--- src/rtl/pll_cfg_consts.svh ---
/*
  Holds the addresses, field positions, writable-bit masks and reset values of the
  analog PLL and power-down configuration bytes.
  Assumes it is included by bare name from design files that need these numbers.
*/
`ifndef PLL_CFG_CONSTS_SVH
`define PLL_CFG_CONSTS_SVH

// ----------------------------------------------------------------
// register addresses on the serial configuration port
// ----------------------------------------------------------------
`define ADDR_APLL_FILTER_PUMP_CFG 16'h00ac
`define ADDR_APLL_MODE_LOCK_CFG 16'h00ad
`define ADDR_VCO_ONE_MANUAL_LOCK 16'h00ae
`define ADDR_VCO_TWO_MANUAL_LOCK 16'h00af
`define ADDR_POWER_DOWN_RESERVED 16'h00b4
`define ADDR_INPUT_REF_DISABLE 16'h00b5
`define ADDR_POWER_DOWN_FIXED 16'h00b6
`define ADDR_OUTPUT_DISABLE 16'h00b7
`define ADDR_PLL_BLOCK_DISABLE 16'h00b8

// ----------------------------------------------------------------
// field positions (lowest bit of each field)
// ----------------------------------------------------------------
`define POS_PUMP_CURRENT 5
`define POS_SERIES_RES 3
`define POS_PARALLEL_CAP 1
`define POS_SECOND_POLE 0
`define POS_SYNTH_MODE 3
`define POS_LOCK_COUNT 1
`define POS_LOCK_OVERRIDE 0
`define POS_VCO_CHOICE 5
`define POS_LOCK_VALUE 0
`define POS_INPUT_REF 0
`define POS_DOUBLER_OFF 4
`define POS_DIGITAL_LOOP_OFF 2
`define POS_CAL_HOLD 0

// ----------------------------------------------------------------
// writable bits per register; everything else is reserved
// ----------------------------------------------------------------
`define MASK_APLL_FILTER_PUMP_CFG 8'hff
`define MASK_APLL_MODE_LOCK_CFG 8'h0b
`define MASK_VCO_ONE_MANUAL_LOCK 8'h3f
`define MASK_VCO_TWO_MANUAL_LOCK 8'h1f
`define MASK_INPUT_REF_DISABLE 8'h03
`define MASK_POWER_DOWN_FIXED 8'h10
`define MASK_OUTPUT_DISABLE 8'hff
`define MASK_PLL_BLOCK_DISABLE 8'h05

// ----------------------------------------------------------------
// reset values
// ----------------------------------------------------------------
`define RST_APLL_FILTER_PUMP_CFG 8'h8b
`define RST_APLL_MODE_LOCK_CFG 8'h02
`define RST_VCO_ONE_MANUAL_LOCK 8'h2b
`define RST_VCO_TWO_MANUAL_LOCK 8'h00
`define RST_INPUT_REF_DISABLE 8'h00
`define RST_POWER_DOWN_FIXED 8'h00
`define RST_OUTPUT_DISABLE 8'h00
`define RST_PLL_BLOCK_DISABLE 8'h00

`endif

--- src/rtl/pll_cfg_pkg.sv ---
/*
  Types shared by the PLL configuration register bank.
  Assumes nothing of its surroundings.
*/
package pll_cfg_pkg;
  typedef logic [7:0] cfg_byte_t;
  typedef logic [15:0] cfg_addr_t;
  // analog PLL lock control
  typedef enum logic {
    LOCK_AUTO,
    LOCK_MANUAL
  } lock_mode_t;
endpackage

--- src/rtl/cfg_byte_reg.sv ---
/*
  One configuration byte: stores only its writable bits, reserved bits stay zero.
  Assumes a write strobe on the same clock, one cycle wide per write.
*/
`timescale 1ns/1ps

module cfg_byte_reg #(
  parameter logic [7:0] RESET_VALUE = 8'h00,
  parameter logic [7:0] WRITE_MASK = 8'hff
) (
  input wire logic clk,
  input wire logic rst,
  input wire logic wr_en,
  input wire logic [7:0] wdata,
  output logic [7:0] value_ff
);

  logic [7:0] nxt_value;

  // reserved positions never store what software writes
  assign nxt_value = wr_en ? (wdata & WRITE_MASK) : value_ff;

  // ----------------------------------------------------------------
  // storage
  // ----------------------------------------------------------------
  always_ff @(posedge clk or posedge rst) begin
    if (rst) begin
      value_ff <= RESET_VALUE & WRITE_MASK;
    end else begin
      value_ff <= nxt_value;
    end
  end

endmodule

--- src/rtl/pll_config_power_down_regs.sv ---
/*
  Analog PLL configuration and power-down register bank. Byte registers written and read
  over the device's serial configuration port; every stored field drives a static control.
  Assumes the serial port engine runs on clk and presents one address with a one-cycle
  write or read strobe; the analog PLL, digital PLL, inputs and outputs consume the levels.
*/
// Function
// - 3-bit pump current code, 110 uA steps, resets to 100b.
// - 2-bit loop filter series resistor select, resets to 01b.
// - 2-bit loop filter parallel capacitor select, resets to 01b.
// - second-pole select bit for post filter, resets to 1.
// - lock count accuracy bit, 0 is 1 ppm, 1 is 16 ppm, resets 1.
// - lock override bit, 0 automatic, 1 manual, resets automatic.
// - manual VCO choice, 0 second VCO, 1 first VCO, resets 1.
// - 5-bit first VCO manual lock value, applied in manual mode, resets 01011b.
// - 5-bit second VCO manual lock value, applied in manual mode, resets 0.
// - synthesizer mode bit: 0 translate references, 1 crystal-only synthesis.
// - crystal doubler off bit, 0 doubles crystal, resets 0.
// - one disable bit per input reference, both reset enabled.
// - eight output disable bits in one byte, set disables output.
// - digital loop disable bit, resets enabled.
// - calibration hold bit, 1 disables analog calibration, resets 0.
// - reserved bits written zero; reads of them give zero here.
`timescale 1ns/1ps
`include "pll_cfg_consts.svh"

module pll_config_power_down_regs (
  input wire logic clk,
  input wire logic rst,
  input wire pll_cfg_pkg::cfg_addr_t reg_addr,
  input wire pll_cfg_pkg::cfg_byte_t reg_wdata,
  input wire logic reg_wr,
  input wire logic reg_rd,
  output pll_cfg_pkg::cfg_byte_t reg_rdata,
  output logic reg_rdata_valid,
  output logic reg_hit,
  output logic [2:0] pump_current_sel,
  output logic [1:0] series_resistor_sel,
  output logic [1:0] parallel_cap_sel,
  output logic second_pole_sel,
  output logic synthesizer_mode,
  output logic lock_count_accuracy,
  output logic lock_manual_override,
  output logic manual_vco_choice,
  output logic [4:0] vco_one_lock_value,
  output logic [4:0] vco_two_lock_value,
  output logic manual_lock_apply,
  output logic [4:0] manual_lock_value,
  output logic crystal_doubler_off,
  output logic [1:0] input_ref_off,
  output logic [7:0] output_off,
  output logic digital_loop_off,
  output logic calibration_hold
);

  // ----------------------------------------------------------------
  // address decode
  // ----------------------------------------------------------------
  localparam int NUM_REGS = 8;

  logic [NUM_REGS-1:0] sel;
  logic [NUM_REGS-1:0] wr_sel;
  logic [7:0] reg_value [NUM_REGS];
  logic sel_reserved;

  // one select per stored byte; the all-reserved byte decodes but stores nothing
  assign sel[0] = (reg_addr == `ADDR_APLL_FILTER_PUMP_CFG);
  assign sel[1] = (reg_addr == `ADDR_APLL_MODE_LOCK_CFG);
  assign sel[2] = (reg_addr == `ADDR_VCO_ONE_MANUAL_LOCK);
  assign sel[3] = (reg_addr == `ADDR_VCO_TWO_MANUAL_LOCK);
  assign sel[4] = (reg_addr == `ADDR_INPUT_REF_DISABLE);
  assign sel[5] = (reg_addr == `ADDR_POWER_DOWN_FIXED);
  assign sel[6] = (reg_addr == `ADDR_OUTPUT_DISABLE);
  assign sel[7] = (reg_addr == `ADDR_PLL_BLOCK_DISABLE);
  assign sel_reserved = (reg_addr == `ADDR_POWER_DOWN_RESERVED);
  assign wr_sel = sel & {NUM_REGS{reg_wr}};
  // tells the port engine the address belongs to this bank
  assign reg_hit = (|sel) | sel_reserved;

  // ----------------------------------------------------------------
  // storage bytes
  // ----------------------------------------------------------------
  // defaults at reset
  cfg_byte_reg #(
    .RESET_VALUE(`RST_APLL_FILTER_PUMP_CFG),
    .WRITE_MASK(`MASK_APLL_FILTER_PUMP_CFG)
  ) u_filter_pump (
    .clk(clk), .rst(rst), .wr_en(wr_sel[0]), .wdata(reg_wdata), .value_ff(reg_value[0])
  );
  cfg_byte_reg #(
    .RESET_VALUE(`RST_APLL_MODE_LOCK_CFG),
    .WRITE_MASK(`MASK_APLL_MODE_LOCK_CFG)
  ) u_mode_lock (
    .clk(clk), .rst(rst), .wr_en(wr_sel[1]), .wdata(reg_wdata), .value_ff(reg_value[1])
  );
  cfg_byte_reg #(
    .RESET_VALUE(`RST_VCO_ONE_MANUAL_LOCK),
    .WRITE_MASK(`MASK_VCO_ONE_MANUAL_LOCK)
  ) u_vco_one (
    .clk(clk), .rst(rst), .wr_en(wr_sel[2]), .wdata(reg_wdata), .value_ff(reg_value[2])
  );
  cfg_byte_reg #(
    .RESET_VALUE(`RST_VCO_TWO_MANUAL_LOCK),
    .WRITE_MASK(`MASK_VCO_TWO_MANUAL_LOCK)
  ) u_vco_two (
    .clk(clk), .rst(rst), .wr_en(wr_sel[3]), .wdata(reg_wdata), .value_ff(reg_value[3])
  );
  cfg_byte_reg #(
    .RESET_VALUE(`RST_INPUT_REF_DISABLE),
    .WRITE_MASK(`MASK_INPUT_REF_DISABLE)
  ) u_input_ref (
    .clk(clk), .rst(rst), .wr_en(wr_sel[4]), .wdata(reg_wdata), .value_ff(reg_value[4])
  );
  cfg_byte_reg #(
    .RESET_VALUE(`RST_POWER_DOWN_FIXED),
    .WRITE_MASK(`MASK_POWER_DOWN_FIXED)
  ) u_pd_fixed (
    .clk(clk), .rst(rst), .wr_en(wr_sel[5]), .wdata(reg_wdata), .value_ff(reg_value[5])
  );
  cfg_byte_reg #(
    .RESET_VALUE(`RST_OUTPUT_DISABLE),
    .WRITE_MASK(`MASK_OUTPUT_DISABLE)
  ) u_output_dis (
    .clk(clk), .rst(rst), .wr_en(wr_sel[6]), .wdata(reg_wdata), .value_ff(reg_value[6])
  );
  cfg_byte_reg #(
    .RESET_VALUE(`RST_PLL_BLOCK_DISABLE),
    .WRITE_MASK(`MASK_PLL_BLOCK_DISABLE)
  ) u_block_dis (
    .clk(clk), .rst(rst), .wr_en(wr_sel[7]), .wdata(reg_wdata), .value_ff(reg_value[7])
  );

  // ----------------------------------------------------------------
  // field outputs, all straight from the stored bytes
  // ----------------------------------------------------------------
  // pump current code
  assign pump_current_sel = reg_value[0][`POS_PUMP_CURRENT +: 3];
  assign series_resistor_sel = reg_value[0][`POS_SERIES_RES +: 2];
  assign parallel_cap_sel = reg_value[0][`POS_PARALLEL_CAP +: 2];
  assign second_pole_sel = reg_value[0][`POS_SECOND_POLE];
  assign synthesizer_mode = reg_value[1][`POS_SYNTH_MODE];
  assign lock_count_accuracy = reg_value[1][`POS_LOCK_COUNT];
  assign lock_manual_override = reg_value[1][`POS_LOCK_OVERRIDE];
  assign manual_vco_choice = reg_value[2][`POS_VCO_CHOICE];
  assign vco_one_lock_value = reg_value[2][`POS_LOCK_VALUE +: 5];
  assign vco_two_lock_value = reg_value[3][`POS_LOCK_VALUE +: 5];
  assign crystal_doubler_off = reg_value[5][`POS_DOUBLER_OFF];
  assign input_ref_off = reg_value[4][`POS_INPUT_REF +: 2];
  // output disables, bit n for output n
  assign output_off = reg_value[6];
  assign digital_loop_off = reg_value[7][`POS_DIGITAL_LOOP_OFF];
  assign calibration_hold = reg_value[7][`POS_CAL_HOLD];

  // ----------------------------------------------------------------
  // manual lock steering
  // ----------------------------------------------------------------
  pll_cfg_pkg::lock_mode_t lock_mode;

  // the chosen VCO's value goes out only in manual mode; zero otherwise so that the
  // analog side never sees a stale manual code while its own search runs
  assign lock_mode = lock_manual_override ? pll_cfg_pkg::LOCK_MANUAL : pll_cfg_pkg::LOCK_AUTO;
  assign manual_lock_apply = (lock_mode == pll_cfg_pkg::LOCK_MANUAL);
  assign manual_lock_value = !manual_lock_apply ? 5'h00 :
                             manual_vco_choice ? vco_one_lock_value : vco_two_lock_value;

  // ----------------------------------------------------------------
  // read path
  // ----------------------------------------------------------------
  pll_cfg_pkg::cfg_byte_t rd_mux;
  pll_cfg_pkg::cfg_byte_t nxt_rdata;
  pll_cfg_pkg::cfg_byte_t rdata_ff;
  logic rvalid_ff;

  // one-hot select of stored bytes; reserved bits are stored as zero so they read zero
  always_comb begin
    rd_mux = 8'h00;
    for (int i = 0; i < NUM_REGS; i++) begin
      if (sel[i]) begin
        rd_mux = rd_mux | reg_value[i];
      end
    end
  end

  assign nxt_rdata = reg_rd ? rd_mux : rdata_ff;

  // data holds until the next read so the port engine may sample late
  always_ff @(posedge clk or posedge rst) begin
    if (rst) begin
      rdata_ff <= 8'h00;
      rvalid_ff <= 1'b0;
    end else begin
      rdata_ff <= nxt_rdata;
      rvalid_ff <= reg_rd;
    end
  end

  assign reg_rdata = rdata_ff;
  assign reg_rdata_valid = rvalid_ff;
endmodule

--- config.mk ---
export PLATFORM = sky130hd
export DESIGN_NAME = pll_config_power_down_regs
export DESIGN_NICKNAME = d
export VERILOG_FILES = /design/src/rtl/pll_cfg_pkg.sv /design/src/rtl/cfg_byte_reg.sv /design/src/rtl/pll_config_power_down_regs.sv
export VERILOG_INCLUDE_DIRS = /design/src /design/src/rtl
export SDC_FILE = /design/constraint.sdc
export NUM_CORES = 1
export LEC_CHECK = 0
export BUFFER_PORTS_ARGS = -buffer_cell sky130_fd_sc_hd__buf_2
export CAP_MARGIN = 25
export CORE_ASPECT_RATIO = 1.1
export CORE_MARGIN = 2
export CORE_UTILIZATION = 40
export DETAILED_ROUTE_END_ITERATION = 8
export PLACE_DENSITY = 0.65
export SLEW_MARGIN = 20
export SYNTH_ARGS = -nofsm -noshare
export SYNTH_HDL_FRONTEND = slang
export SYNTH_HIERARCHICAL = 1
export SYNTH_SLANG_ARGS = --single-unit
--- constraint.sdc ---
create_clock -name clk -period 4.4 [get_ports clk]
set_input_delay 1.1 -clock clk [delete_from_list [all_inputs] [get_ports clk]]
set_output_delay 1.1 -clock clk [all_outputs]
set_load 0.02 [all_outputs]
==> flow_summary.ini <==
[clocking]
h-tree-depth = 2
cts_hold_buf = 0
cts_resized = 0
ctsRootBufferMaster = clkbuf_8
cts_setup_buffers = 0
cts_tree = yes
cts-buffers-inserted = 5
cts.sink_count = 44
path_clk_slew_ns = 0.08
clk_latency_ns = 0.29
clockBufferDepth = 2

[critical_path]
arrival_ns = 2.78
crit_type = in -> out
critPathMaxFanout = 7
crit_required_ns = 3.30
reg2reg_slack_ns = 2.82
start_kind = input port
crit_path_end_kind = primary output

[synthesis]
synth_xor_area_frac = 0
synthMuxAreaShare = 0.251
yosysUniqueCellTypes = 46
synth_seq_cells = 44
netlist_instances = 232
synth_simple_gate_area_share = 0.118
synth_compound_area_frac = 0.0915
syn_area_per_cell_um2 = 11.8
synth_top_family_by_area = multiplexers
yosys_warnings = 6
synth_ff_type = dfrtp_1
synth-async-reset-ratio = 1.00
synth-adder-area-share = 0
synth_area_um2 = 2730
synth_edf_count = 0
ys_seq_area_frac = 0.407

[pwr]
switching_share = 0.230
leakagePower_nw = 1.59
seqPwrFrac = 0.522
p_total_uw = 790
power.switching_uw = 181
clockPowerShare = 0.380
p_int_uw = 609
comb_power_share = 0.098
ir_worst_vdd_mv = 0.128
power.density_nw_per_um2 = 252

[drt]
finalWirelength_um = 6230
wl_per_cell_um = 16.1
drtAntennaViolNets = 0
drc_errors = 0
via_per_inst = 5.01
vias = 1934
drtPass1Iterations = 4
drt-initial-drc-count = 117

[final_layout]
finalNonFillerCells = 386
num_antenna_cells = 0
areaGrowthSynthToFinish_pct = 14.9
layout.nets = 331
fin_util = 0.476
layout-drive-gt1-share = 0.490

[timing]
hold_viol = 0
rsz0062_at_grt = false
post-route-period-util = 0.883
fin_skew_ns = 0.00651
tightest_slew_ns = 0.641
finalSetupViolations = 0
fmax_mhz = 258
min_period_ns = 3.88
tns_ns = 0
slew_viol_final = 0
relSlewSlack = 0.572

[outcome]
outcome = complete, no violations

[grt]
grt_pass1_wl_um = 10100
track_usage = 0.168
grt_overflow = 0
grt_max_degree = 18
grt_pass1_vias = 1949
antenna_found_initial = 0

[die]
start_util = 0.415
placementRows = 31
die_h_um = 90.7
dieArea_um2 = 7510
die_w_um = 82.8
core-area_um2 = 6590
ios = 79

[placed_design]
place.gp.congestion = 0.764
port_buffers = 78
dpl.cell_count = 378
hpwlAfterDp_um = 5010

[flow_run]
cap_viol_max_count = 0

[worst_hold_path]
hp-class = reg -> reg
==> metrics by stage <==
step	setup slack (ns)	hold slack [ns]	instance area (um^2)
2_1_floorplan	0.805	0.622	2820
3_3_place_gp	0.564	0.492	3040
3_5_place_dp	0.523	0.503	3040
4_1_cts	0.523	0.523	3140
5_1_grt	0.432	0.542	3140
6_report	0.517	0.521	3140
==> cell usage after synthesis, types with 2 or more instances <==
master / count / area (um^2)
a31oi_1: 5 / 31.3
a2bb2oi_1: 2 / 17.5
nor2_1: 14 / 52.6
buf_2: 2 / 10.0
a222oi_1: 6 / 60.1
and2_2: 2 / 15.0
nor2b_1: 7 / 43.8
clkbuf_1: 3 / 11.3
dfstp_2: 9 / 236
a22oi_1: 4 / 30.0
mux2_4: 23 / 345
o22ai_1: 3 / 18.8
a22o_1: 4 / 35.0
mux2i_1: 7 / 70.1
and3_1: 4 / 25.0
nand2_1: 10 / 37.5
conb_1: 6 / 22.5
inv_1: 11 / 41.3
mux4_2: 6 / 135
mux2_2: 12 / 135
buf_6: 4 / 45.0
dfrtp_1: 35 / 876
buf_4: 30 / 225
==> critical path: stages <==
cell	delay [ns]
buf_2	0.09
or4_4	0.58
or2_4	0.30
nor2_1	0.35
or3_1	0.20
buf_2	0.16
==> cell families after synthesis <==
group / Yosys count
other: 6
multiplexers: 48
buffers and inverters: 51
flip-flops: 44
AND/OR/NAND/NOR: 52
AO/OA/AOI/OAI: 31
==> path summary, 6_finish.rpt <==
check / from / end / depth (start not counted)
hold reg to reg: reg_rdata[2] / reg_rdata[2] / 2
max in group asynchronous: rst / u_filter_pump/value_ff[1] / 2
setup / recovery: reg_addr[9] / reg_hit / 6
min in group asynchronous: rst / u_pd_fixed/value_ff[4] / 2
hold / removal: reg_rdata[2] / reg_rdata[2] / 2
setup reg to reg: u_vco_two/value_ff[3] / reg_rdata[3] / 5
==> cell type report <==
cell class                 instances  area, um^2
timing repair buffer              81         413
tap                               82         103
clock inverter                     1        30.0
fill                             634        3450
clock buffer                       7        76.3
inverter                          11        41.3
sequential                        44        1110
multi-input combinational        160        1370
==> power by group through the flow <==
stage	combinational, mW	clock [mW]	sequential [mW]
2_1_floorplan	0.0571	0	0.427
3_3_place_gp	0.0766	0	0.420
3_5_place_dp	0.0776	0	0.421
4_1_cts	0.0777	0.308	0.413
5_1_grt	0.0870	0.327	0.414
6_report	0.0774	0.300	0.413
==> placed cells by master (no fill, tap or decap), types with 3 or more instances in the layout <==
master / synthesis / routed
a22o_1: 4 / 4
mux4_2: 6 / 6
a31oi_1: 5 / 5
buf_2: 2 / 78
mux2_4: 23 / 23
nor2b_1: 7 / 7
nand2_1: 10 / 10
nor2_1: 14 / 14
mux2_2: 12 / 12
clkbuf_8: 0 / 5
and3_1: 4 / 4
dfstp_2: 9 / 9
dfrtp_1: 35 / 35
a222oi_1: 6 / 6
inv_1: 11 / 11
o22ai_1: 3 / 3
a22oi_1: 4 / 4
conb_1: 6 / 29
mux2i_1: 7 / 7
buf_4: 30 / 3
==> state kept, by name, summed over array words and instances, names as in the netlist <==
register,cells
u_output_dis/value_ff,8
u_mode_lock/value_ff,3
u_pd_fixed/value_ff,1
reg_rdata,8
u_vco_two/value_ff,5
u_vco_one/value_ff,6
u_block_dis/value_ff,2
reg_rdata_valid,1
u_input_ref/value_ff,2
u_filter_pump/value_ff,8
==> per-layer routing <==
metal / wire length [um] / global-route usage / vias to the layer above
met4: 34 / 0.0287 / 0
met3: 383 / 0.0329 / 5
met1: 2660 / 0.222 / 948
li1: - / - / 912
met5: 0 / 0 / -
met2: 3150 / 0.292 / 69
Power figures use the tool's default switching activity.
